**src/tsc_pkg.sv**
```systemverilog
`default_nettype none
package tsc_pkg;
  localparam int unsigned tsc_num_ch = 3;
  localparam logic [7:0] tsc_ch_stride = 8'h40;
  localparam logic [7:0] tsc_ofs_flags = 8'h20;
  localparam logic [7:0] tsc_ofs_ien = 8'h24;
  localparam logic [7:0] tsc_ofs_idis = 8'h28;
  localparam logic [7:0] tsc_ofs_mask = 8'h2C;
  localparam logic [7:0] tsc_ofs_cmd = 8'hC0;
  localparam logic [7:0] tsc_ofs_route = 8'hC4;
  localparam int unsigned tsc_bit_ovf = 0;
  localparam int unsigned tsc_bit_lovr = 1;
  localparam int unsigned tsc_bit_cpa = 2;
  localparam int unsigned tsc_bit_cpb = 3;
  localparam int unsigned tsc_bit_cpc = 4;
  localparam int unsigned tsc_bit_lda = 5;
  localparam int unsigned tsc_bit_ldb = 6;
  localparam int unsigned tsc_bit_etrg = 7;
  localparam int unsigned tsc_bit_clkrun = 16;
  localparam int unsigned tsc_bit_mira = 17;
  localparam int unsigned tsc_bit_mirb = 18;
  localparam int unsigned tsc_bit_sync = 0;
  localparam int unsigned tsc_pos_xc0 = 0;
  localparam int unsigned tsc_pos_xc1 = 2;
  localparam int unsigned tsc_pos_xc2 = 4;
  localparam logic [7:0] tsc_rst_flags = 8'h00;
  localparam logic [7:0] tsc_rst_mask = 8'h00;
  localparam logic [5:0] tsc_rst_route = 6'h00;
  localparam logic [1:0] tsc_htrans_nonseq = 2'h2;
  localparam logic [2:0] tsc_hsize_word = 3'h2;

  // per-channel event strobes and live state from the counter datapath
  typedef struct packed {
    logic wave_mode;
    logic clk_running;
    logic line_a_pin;
    logic line_a_drive;
    logic line_b_pin;
    logic line_b_drive;
    logic ext_trigger;
    logic capture_a_load;
    logic capture_b_load;
    logic capcomp_a_read;
    logic capcomp_b_read;
    logic match_a;
    logic match_b;
    logic match_c;
    logic overflow;
  } tsc_ch_evt_t;

  typedef struct packed {
    logic [tsc_num_ch-1:0] sw_trigger;
    logic [tsc_num_ch-1:0] irq;
    logic ext_clock_input_0;
    logic ext_clock_input_1;
    logic ext_clock_input_2;
  } tsc_blk_out_t;

  typedef enum logic [1:0] {
    tsc_src_pin = 2'b00,
    tsc_src_none = 2'b01,
    tsc_src_first = 2'b10,
    tsc_src_second = 2'b11
  } tsc_src_t;
endpackage
`default_nettype wire

```
**src/tsc_status_ctrl.sv**
```systemverilog
// Contract
// - a status read clears all sticky flags of that channel and its requests
// - status bit 18 mirrors line B: pin in capture, driven level in waveform
// - status bit 17 mirrors line A: pin in capture, driven level in waveform
// - status bit 16 shows live counter clock enabled state
// - bit 7 sets on external trigger, holds until status read
// - bit 6 sets on capture B load in capture mode
// - bit 5 sets on capture A load in capture mode
// - bit 4 sets on compare C match in either mode
// - bit 3 sets on compare B match in waveform mode
// - bit 2 sets on compare A match in waveform mode
// - bit 1 sets on second capture load before read, capture mode
// - bit 0 sets on counter overflow
// - enable strobe ones set mask bits, zeros no effect
// - disable strobe ones clear mask bits, zeros no effect
// - mask reads enabled sources, resets to zero
// - block command bit 0 triggers all channels at once
// - input 2 source: pin 2, none, ch0 line A, ch1 line A
// - input 1 source: pin 1, none, ch0 line A, ch2 line A
// - input 0 source: pin 0, none, ch1 line A, ch2 line A
// - mode bit one is waveform, zero is capture, gates flags and mirrors
//
// Our own choice: the AHB-Lite interface to the registers.
`default_nettype none
module tsc_status_ctrl (
  input wire logic hclk,
  input wire logic hresetn,
  input wire logic hsel,
  input wire logic [31:0] haddr,
  input wire logic [1:0] htrans,
  input wire logic hwrite,
  input wire logic [2:0] hsize,
  input wire logic [31:0] hwdata,
  input wire logic hready,
  output logic [31:0] hrdata,
  output logic hreadyout,
  output logic hresp,
  input wire tsc_pkg::tsc_ch_evt_t [tsc_pkg::tsc_num_ch-1:0] ch_evt,
  input wire logic clock_input_pin_0,
  input wire logic clock_input_pin_1,
  input wire logic clock_input_pin_2,
  output tsc_pkg::tsc_blk_out_t blk_out
);
  import tsc_pkg::*;

  // ---------------------------------------------------------------
  // address phase capture
  // ---------------------------------------------------------------
  logic wr_pend_ff;
  logic [7:0] wr_addr_ff;
  logic [31:0] rdata_ff;
  logic [7:0] flags_ff [tsc_num_ch];
  logic [7:0] mask_ff [tsc_num_ch];
  logic [tsc_num_ch-1:0] pend_a_ff;
  logic [tsc_num_ch-1:0] pend_b_ff;
  logic [5:0] route_ff;
  tsc_blk_out_t out_ff;

  logic addr_ok;
  logic rd_take;
  logic wr_take;
  logic [7:0] a_ofs;
  assign addr_ok = hsel && hready && (htrans == tsc_htrans_nonseq) && (haddr[31:8] == 24'h000000);
  assign rd_take = addr_ok && !hwrite;
  assign wr_take = addr_ok && hwrite;
  assign a_ofs = haddr[7:0];

  // channel index of an offset, or tsc_num_ch if none
  function automatic logic [1:0] ch_of(input logic [7:0] ofs);
    logic [1:0] r;
    r = 2'h3;
    if (ofs < tsc_ofs_cmd) begin
      r = ofs[7:6];
    end
    return r;
  endfunction

  // 2-bit source select, shared by the three routing fields
  function automatic logic pick_src(input logic [1:0] sel, input logic pin, input logic first, input logic second);
    logic r;
    r = 1'b0;
    case (tsc_src_t'(sel))
      tsc_src_pin: r = pin;
      tsc_src_none: r = 1'b0;
      tsc_src_first: r = first;
      tsc_src_second: r = second;
      default: r = 1'b0;
    endcase
    return r;
  endfunction

  always_ff @(posedge hclk or negedge hresetn) begin
    if (!hresetn) begin
      wr_pend_ff <= 1'b0;
      wr_addr_ff <= 8'h00;
    end else begin
      wr_pend_ff <= wr_take;
      wr_addr_ff <= a_ofs;
    end
  end

  // ---------------------------------------------------------------
  // write decode, data phase
  // ---------------------------------------------------------------
  logic [1:0] w_ch;
  logic [7:0] w_reg;
  logic cmd_wr;
  logic route_wr;
  assign w_ch = ch_of(wr_addr_ff);
  assign w_reg = {2'b00, wr_addr_ff[5:0]};
  assign cmd_wr = wr_pend_ff && (wr_addr_ff == tsc_ofs_cmd);
  assign route_wr = wr_pend_ff && (wr_addr_ff == tsc_ofs_route);

  // ---------------------------------------------------------------
  // per-channel flags and mask
  // ---------------------------------------------------------------
  always_ff @(posedge hclk or negedge hresetn) begin
    if (!hresetn) begin
      for (int i = 0; i < tsc_num_ch; i++) begin
        flags_ff[i] <= tsc_rst_flags;
        mask_ff[i] <= tsc_rst_mask;
      end
      pend_a_ff <= '0;
      pend_b_ff <= '0;
    end else begin
      for (int i = 0; i < tsc_num_ch; i++) begin
        logic [7:0] set_v;
        logic wave;
        logic rd_me;
        set_v = 8'h00;
        wave = ch_evt[i].wave_mode;
        rd_me = rd_take && (ch_of(a_ofs) == i[1:0]) && ({2'b00, a_ofs[5:0]} == tsc_ofs_flags);
        set_v[tsc_bit_etrg] = ch_evt[i].ext_trigger;
        set_v[tsc_bit_ldb] = !wave && ch_evt[i].capture_b_load;
        set_v[tsc_bit_lda] = !wave && ch_evt[i].capture_a_load;
        set_v[tsc_bit_cpc] = ch_evt[i].match_c;
        set_v[tsc_bit_cpb] = wave && ch_evt[i].match_b;
        set_v[tsc_bit_cpa] = wave && ch_evt[i].match_a;
        set_v[tsc_bit_lovr] = !wave && ((ch_evt[i].capture_a_load && pend_a_ff[i] && !ch_evt[i].capcomp_a_read) ||
                                        (ch_evt[i].capture_b_load && pend_b_ff[i] && !ch_evt[i].capcomp_b_read));
        set_v[tsc_bit_ovf] = ch_evt[i].overflow;
        flags_ff[i] <= (rd_me ? 8'h00 : flags_ff[i]) | set_v;
        if (ch_evt[i].capture_a_load && !wave) begin
          pend_a_ff[i] <= 1'b1;
        end else if (ch_evt[i].capcomp_a_read) begin
          pend_a_ff[i] <= 1'b0;
        end
        if (ch_evt[i].capture_b_load && !wave) begin
          pend_b_ff[i] <= 1'b1;
        end else if (ch_evt[i].capcomp_b_read) begin
          pend_b_ff[i] <= 1'b0;
        end
        if (wr_pend_ff && (w_ch == i[1:0])) begin
          if (w_reg == tsc_ofs_ien) begin
            mask_ff[i] <= mask_ff[i] | hwdata[7:0];
          end
          if (w_reg == tsc_ofs_idis) begin
            mask_ff[i] <= mask_ff[i] & ~hwdata[7:0];
          end
        end
      end
    end
  end

  // ---------------------------------------------------------------
  // block routing register
  // ---------------------------------------------------------------
  always_ff @(posedge hclk or negedge hresetn) begin
    if (!hresetn) begin
      route_ff <= tsc_rst_route;
    end else if (route_wr) begin
      route_ff <= hwdata[5:0];
    end
  end

  // ---------------------------------------------------------------
  // read data
  // ---------------------------------------------------------------
  logic [31:0] nxt_rdata;
  always_comb begin
    logic [1:0] c;
    c = ch_of(a_ofs);
    nxt_rdata = 32'h00000000;
    if (c != 2'h3) begin
      case ({2'b00, a_ofs[5:0]})
        tsc_ofs_flags: begin
          nxt_rdata[7:0] = flags_ff[c];
          nxt_rdata[tsc_bit_clkrun] = ch_evt[c].clk_running;
          nxt_rdata[tsc_bit_mira] = ch_evt[c].wave_mode ? ch_evt[c].line_a_drive : ch_evt[c].line_a_pin;
          nxt_rdata[tsc_bit_mirb] = ch_evt[c].wave_mode ? ch_evt[c].line_b_drive : ch_evt[c].line_b_pin;
        end
        tsc_ofs_mask: nxt_rdata[7:0] = mask_ff[c];
        default: nxt_rdata = 32'h00000000;
      endcase
    end else if (a_ofs == tsc_ofs_route) begin
      nxt_rdata[5:0] = route_ff;
    end
  end

  always_ff @(posedge hclk or negedge hresetn) begin
    if (!hresetn) begin
      rdata_ff <= 32'h00000000;
    end else if (rd_take) begin
      rdata_ff <= nxt_rdata;
    end
  end

  // ---------------------------------------------------------------
  // block outputs
  // ---------------------------------------------------------------
  always_ff @(posedge hclk or negedge hresetn) begin
    if (!hresetn) begin
      out_ff <= '0;
    end else begin
      out_ff.sw_trigger <= {tsc_num_ch{cmd_wr && hwdata[tsc_bit_sync]}};
      for (int i = 0; i < tsc_num_ch; i++) begin
        out_ff.irq[i] <= |(flags_ff[i] & mask_ff[i]);
      end
      out_ff.ext_clock_input_0 <= pick_src(route_ff[tsc_pos_xc0 +: 2], clock_input_pin_0,
                                           ch_evt[1].line_a_drive, ch_evt[2].line_a_drive);
      out_ff.ext_clock_input_1 <= pick_src(route_ff[tsc_pos_xc1 +: 2], clock_input_pin_1,
                                           ch_evt[0].line_a_drive, ch_evt[2].line_a_drive);
      out_ff.ext_clock_input_2 <= pick_src(route_ff[tsc_pos_xc2 +: 2], clock_input_pin_2,
                                           ch_evt[0].line_a_drive, ch_evt[1].line_a_drive);
    end
  end

  assign blk_out = out_ff;
  assign hrdata = rdata_ff;
  assign hreadyout = 1'b1;
  assign hresp = 1'b0;
endmodule // tsc_status_ctrl
`default_nettype wire

```
**config.mk**
```make
export PLATFORM = sky130hd
export DESIGN_NAME = tsc_status_ctrl
export DESIGN_NICKNAME = d
export VERILOG_FILES = /design/src/tsc_pkg.sv /design/src/tsc_status_ctrl.sv
export SDC_FILE = /design/constraint.sdc
export NUM_CORES = 1
export LEC_CHECK = 0
export BUFFER_PORTS_ARGS = -buffer_cell sky130_fd_sc_hd__buf_2
export CAP_MARGIN = 5
export CORE_MARGIN = 5
export CORE_UTILIZATION = 50
export DETAILED_ROUTE_END_ITERATION = 16
export GPL_ROUTABILITY_DRIVEN = 0
export PLACE_DENSITY = 0.81
export SETUP_SLACK_MARGIN = 0.2
export SYNTH_ARGS = -nofsm -noshare
export SYNTH_HDL_FRONTEND = slang
export SYNTH_SLANG_ARGS = --single-unit
export TNS_END_PERCENT = 10
```
**constraint.sdc**
```tcl
create_clock -name hclk -period 2.1 [get_ports hclk]
set_clock_uncertainty 0.1 [all_clocks]
set_input_delay 0.63 -clock hclk [delete_from_list [all_inputs] [get_ports hclk]]
set_output_delay 0.63 -clock hclk [all_outputs]
set_load 0.01 [all_outputs]
```
==> run summary <==
Outcome: finished, final reports clean
Wire length after detailed routing: 12900 um
Critical Path AT: 2.16 ns
Top-level I/O count: 165
Design Power: 3.232 mW
LEAKAGE: 2.597 nW
Slew HR: 0.5691
Fin worst setup slack: 0.09481 ns
Worst R2R Start: wr_addr_ff[1]
CTS root buf: clkbuf_8
Critical path's slowest cell: or4b_4
Placed insts: 607
Worst-path clk slew: 0.10 ns
Hold path depth: 1
Flops & latches, synth: 87
Hold WS: 0.3008 ns
Period utilization: 0.9549
Area delta synth->final: 24.43%
Wire length on met3: 996 um
Largest net degree at the start of global routing: 42
Share of cells above drive strength 1: 0.3635
Area occupied by multi-input gates: 2126 sq um
Via count: 3889
Sum of buffers and inverters on the critical path: 2
Primary FF master, synth: dfrtp_1
Largest delay share family, worst path: simple AND/OR/NAND/NOR gates
DR vias/cell: 6.193
Sink Count: 87
Cts bufs inserted: 9
Crit Path Class: in2reg
Pre-CTS WS: -0.4019 ns
Syn_area_per_cell: 11.37 sq um
CTS H-tree lvls: 3
Worst EP required: 2.25 ns
Synthesized area: 4446 sq um
Worst Hold Class: in2reg
Clock Latency Late Sink: 0.37 ns
Sequential Area: 2177 sq um
Fraction of registers with async set/reset: 1.000
Slowest cell delay on critical path: 0.57 ns
Worst-path fanout max: 8
DRT met1 WL: 5241 um
CP Launch Type: input pin
Placeable Area: 8678 sq um
Most common cell after layout, fill and taps aside: buf_2
Min-delay src: haddr[0]
Ant diodes: 0
GRT overflow: 0
Synth warnings: 0
Number of flops mapped to enable cells by yosys: 0
IO Port Bufs: 114
Setup TNS Final: 0 ns
Total track usage: 0.2363
Drt pass-1 iters: 5
Share of Yosys cell area claimed by the top area cell type: 0.4897
Max Slew Vio Count: 0
Non-Filler Instances: 628
Hold Violations, Final: 0
Syn Inst Count: 391
DP Wirelength: 9860 um
Top Metal Used: met5
Fill count: 695
Unrepaired setup endpoints after global routing: yes
Worst-Margin Slew: 0.6450 ns
Routed wl met2: 6212 um
CTS Buffer Depth: 2
Initial core utilization: 0.5123
Initial antenna violation count: 1
Endpoint type of the worst setup path: register
Setup violations, final: 0
Worst r2r path cells: 5
Number of global-route vias before repair: 3837
Cell Rows: 34
CTS tree: yes
Worst Hold End: wr_addr_ff[0]
Die height: 104.3 um
Min Tclk post-route: 2.005 ns
Max frequency: 0.4987 GHz
Sequential fraction of the synthesis area: 0.4897
Area contributors post-synth: dfrtp_1 49%, mux2i_1 4.5%, buf_4 4.2%
Most frequent cells in the layout: 105 x buf_2, 87 x dfrtp_1, 25 x a31oi_1, 25 x buf_4, 23 x conb_1
Final #Nets: 637
Routed Antenna Nets: 0
Unique cell type count in the Yosys netlist: 59
Starting DRT DRC Count: 307
Worst-path cell chain: buf_2 -> nor4_4 -> nand4b_1 -> or4b_4 -> buf_6 -> a22o_1
Die Span X: 104.3 um
First-pass GRT wire length: 20470 um
Worst path depth: 6
Residual DRC: 0
Maxcap violations: 0
WL/cell: 20.54 um
Synth area leader: dfrtp_1
Max VDD drop: 0.0004002 V
Die area: 10880 sq um
Worst R2R Setup Slack: 0.22 ns
Cell area power density: 584.3 nW/um^2
==> Yosys cell counts, types with 4 or more instances <==
library cell,n
dfrtp_1,87
a31oi_1,25
buf_4,25
mux2i_1,20
a22o_1,18
clkbuf_1,16
mux2_1,15
a21o_1,12
a22oi_1,12
nand4_1,11
o21ai_0,10
a41oi_1,8
nand2_1,8
nand3b_1,8
a2bb2oi_1,7
inv_1,7
nor2_1,7
o2bb2ai_1,7
a21oi_1,6
mux2_2,6
nor2b_1,6
or2_2,6
buf_2,5
o32a_1,5
nor4_1,4
==> through the flow <==
stage | util | cell area [sq um]
floorplan | - | 4591
detailed placement | 0.5980 | 5190
global route | 0.6374 | 5532
finish | 0.6374 | 5532
CTS | 0.6313 | 5479
global placement | 0.5980 | 5190
==> what timing repair did <==
action                                 CTS  global route
hold buffers                             1             0
setup endpoints to repair               56            49
pin swaps                               10             6
buffers inserted                         3             1
resized for setup                       12             9
endpoints found under the hold margin    1             0
==> metal layers <==
metal / GRT usage / vias to the layer above
met5: 0 / -
met4: 0.1008 / 2
met3: 0.05214 / 36
met2: 0.3805 / 204
met1: 0.3065 / 1939
li1: - / 1708
==> logic make-up after synthesis <==
kind of cell	Yosys count	synth area share
other cells	2	0.001689
compound gates	119	0.2001
buf+inv	58	0.07656
simple gates	83	0.1317
mux	41	0.09822
xor+xnor	1	0.001971
flops	87	0.4897
==> area by class of cell <==
class / instances / share of cell area
Clock buffer: 9 / 0.02239
Clock inverter: 7 / 0.01221
Inverter: 7 / 0.004750
Multi-Input combinational cell: 267 / 0.3843
Sequential cell: 87 / 0.3936
Tap cell: 108 / 0.02443
Timing Repair Buffer: 143 / 0.1583
==> worst register-to-register path, delay by kind of cell, from the launching register on <==
family	cells	cell delay [ns]
AOI/OAI and AO/OA	1	0.14
buffers and inverters	1	0.15
DFF	1	0.41
and+or+nand+nor	3	0.93
==> where the power goes <==
group          switching (mW)  internal (mW)
combinational           0.210          0.166
sequential             0.0219           1.70
clock                   0.676          0.453
total                   0.909           2.32
==> how the worst max path moves through the flow <==
stage / from / endpoint / slack, ns
global placement: htrans[0] / hrdata[6] / -0.24
floorplan: haddr[4] / flags_ff[2] / -0.11
finish: haddr[18] / flags_ff[21] / 0.09
detailed placement: haddr[7] / hrdata[5] / -0.40
global route: haddr[26] / flags_ff[21] / 0.06
CTS: haddr[31] / flags_ff[21] / 0.12
Power figures use the tool's default switching activity.
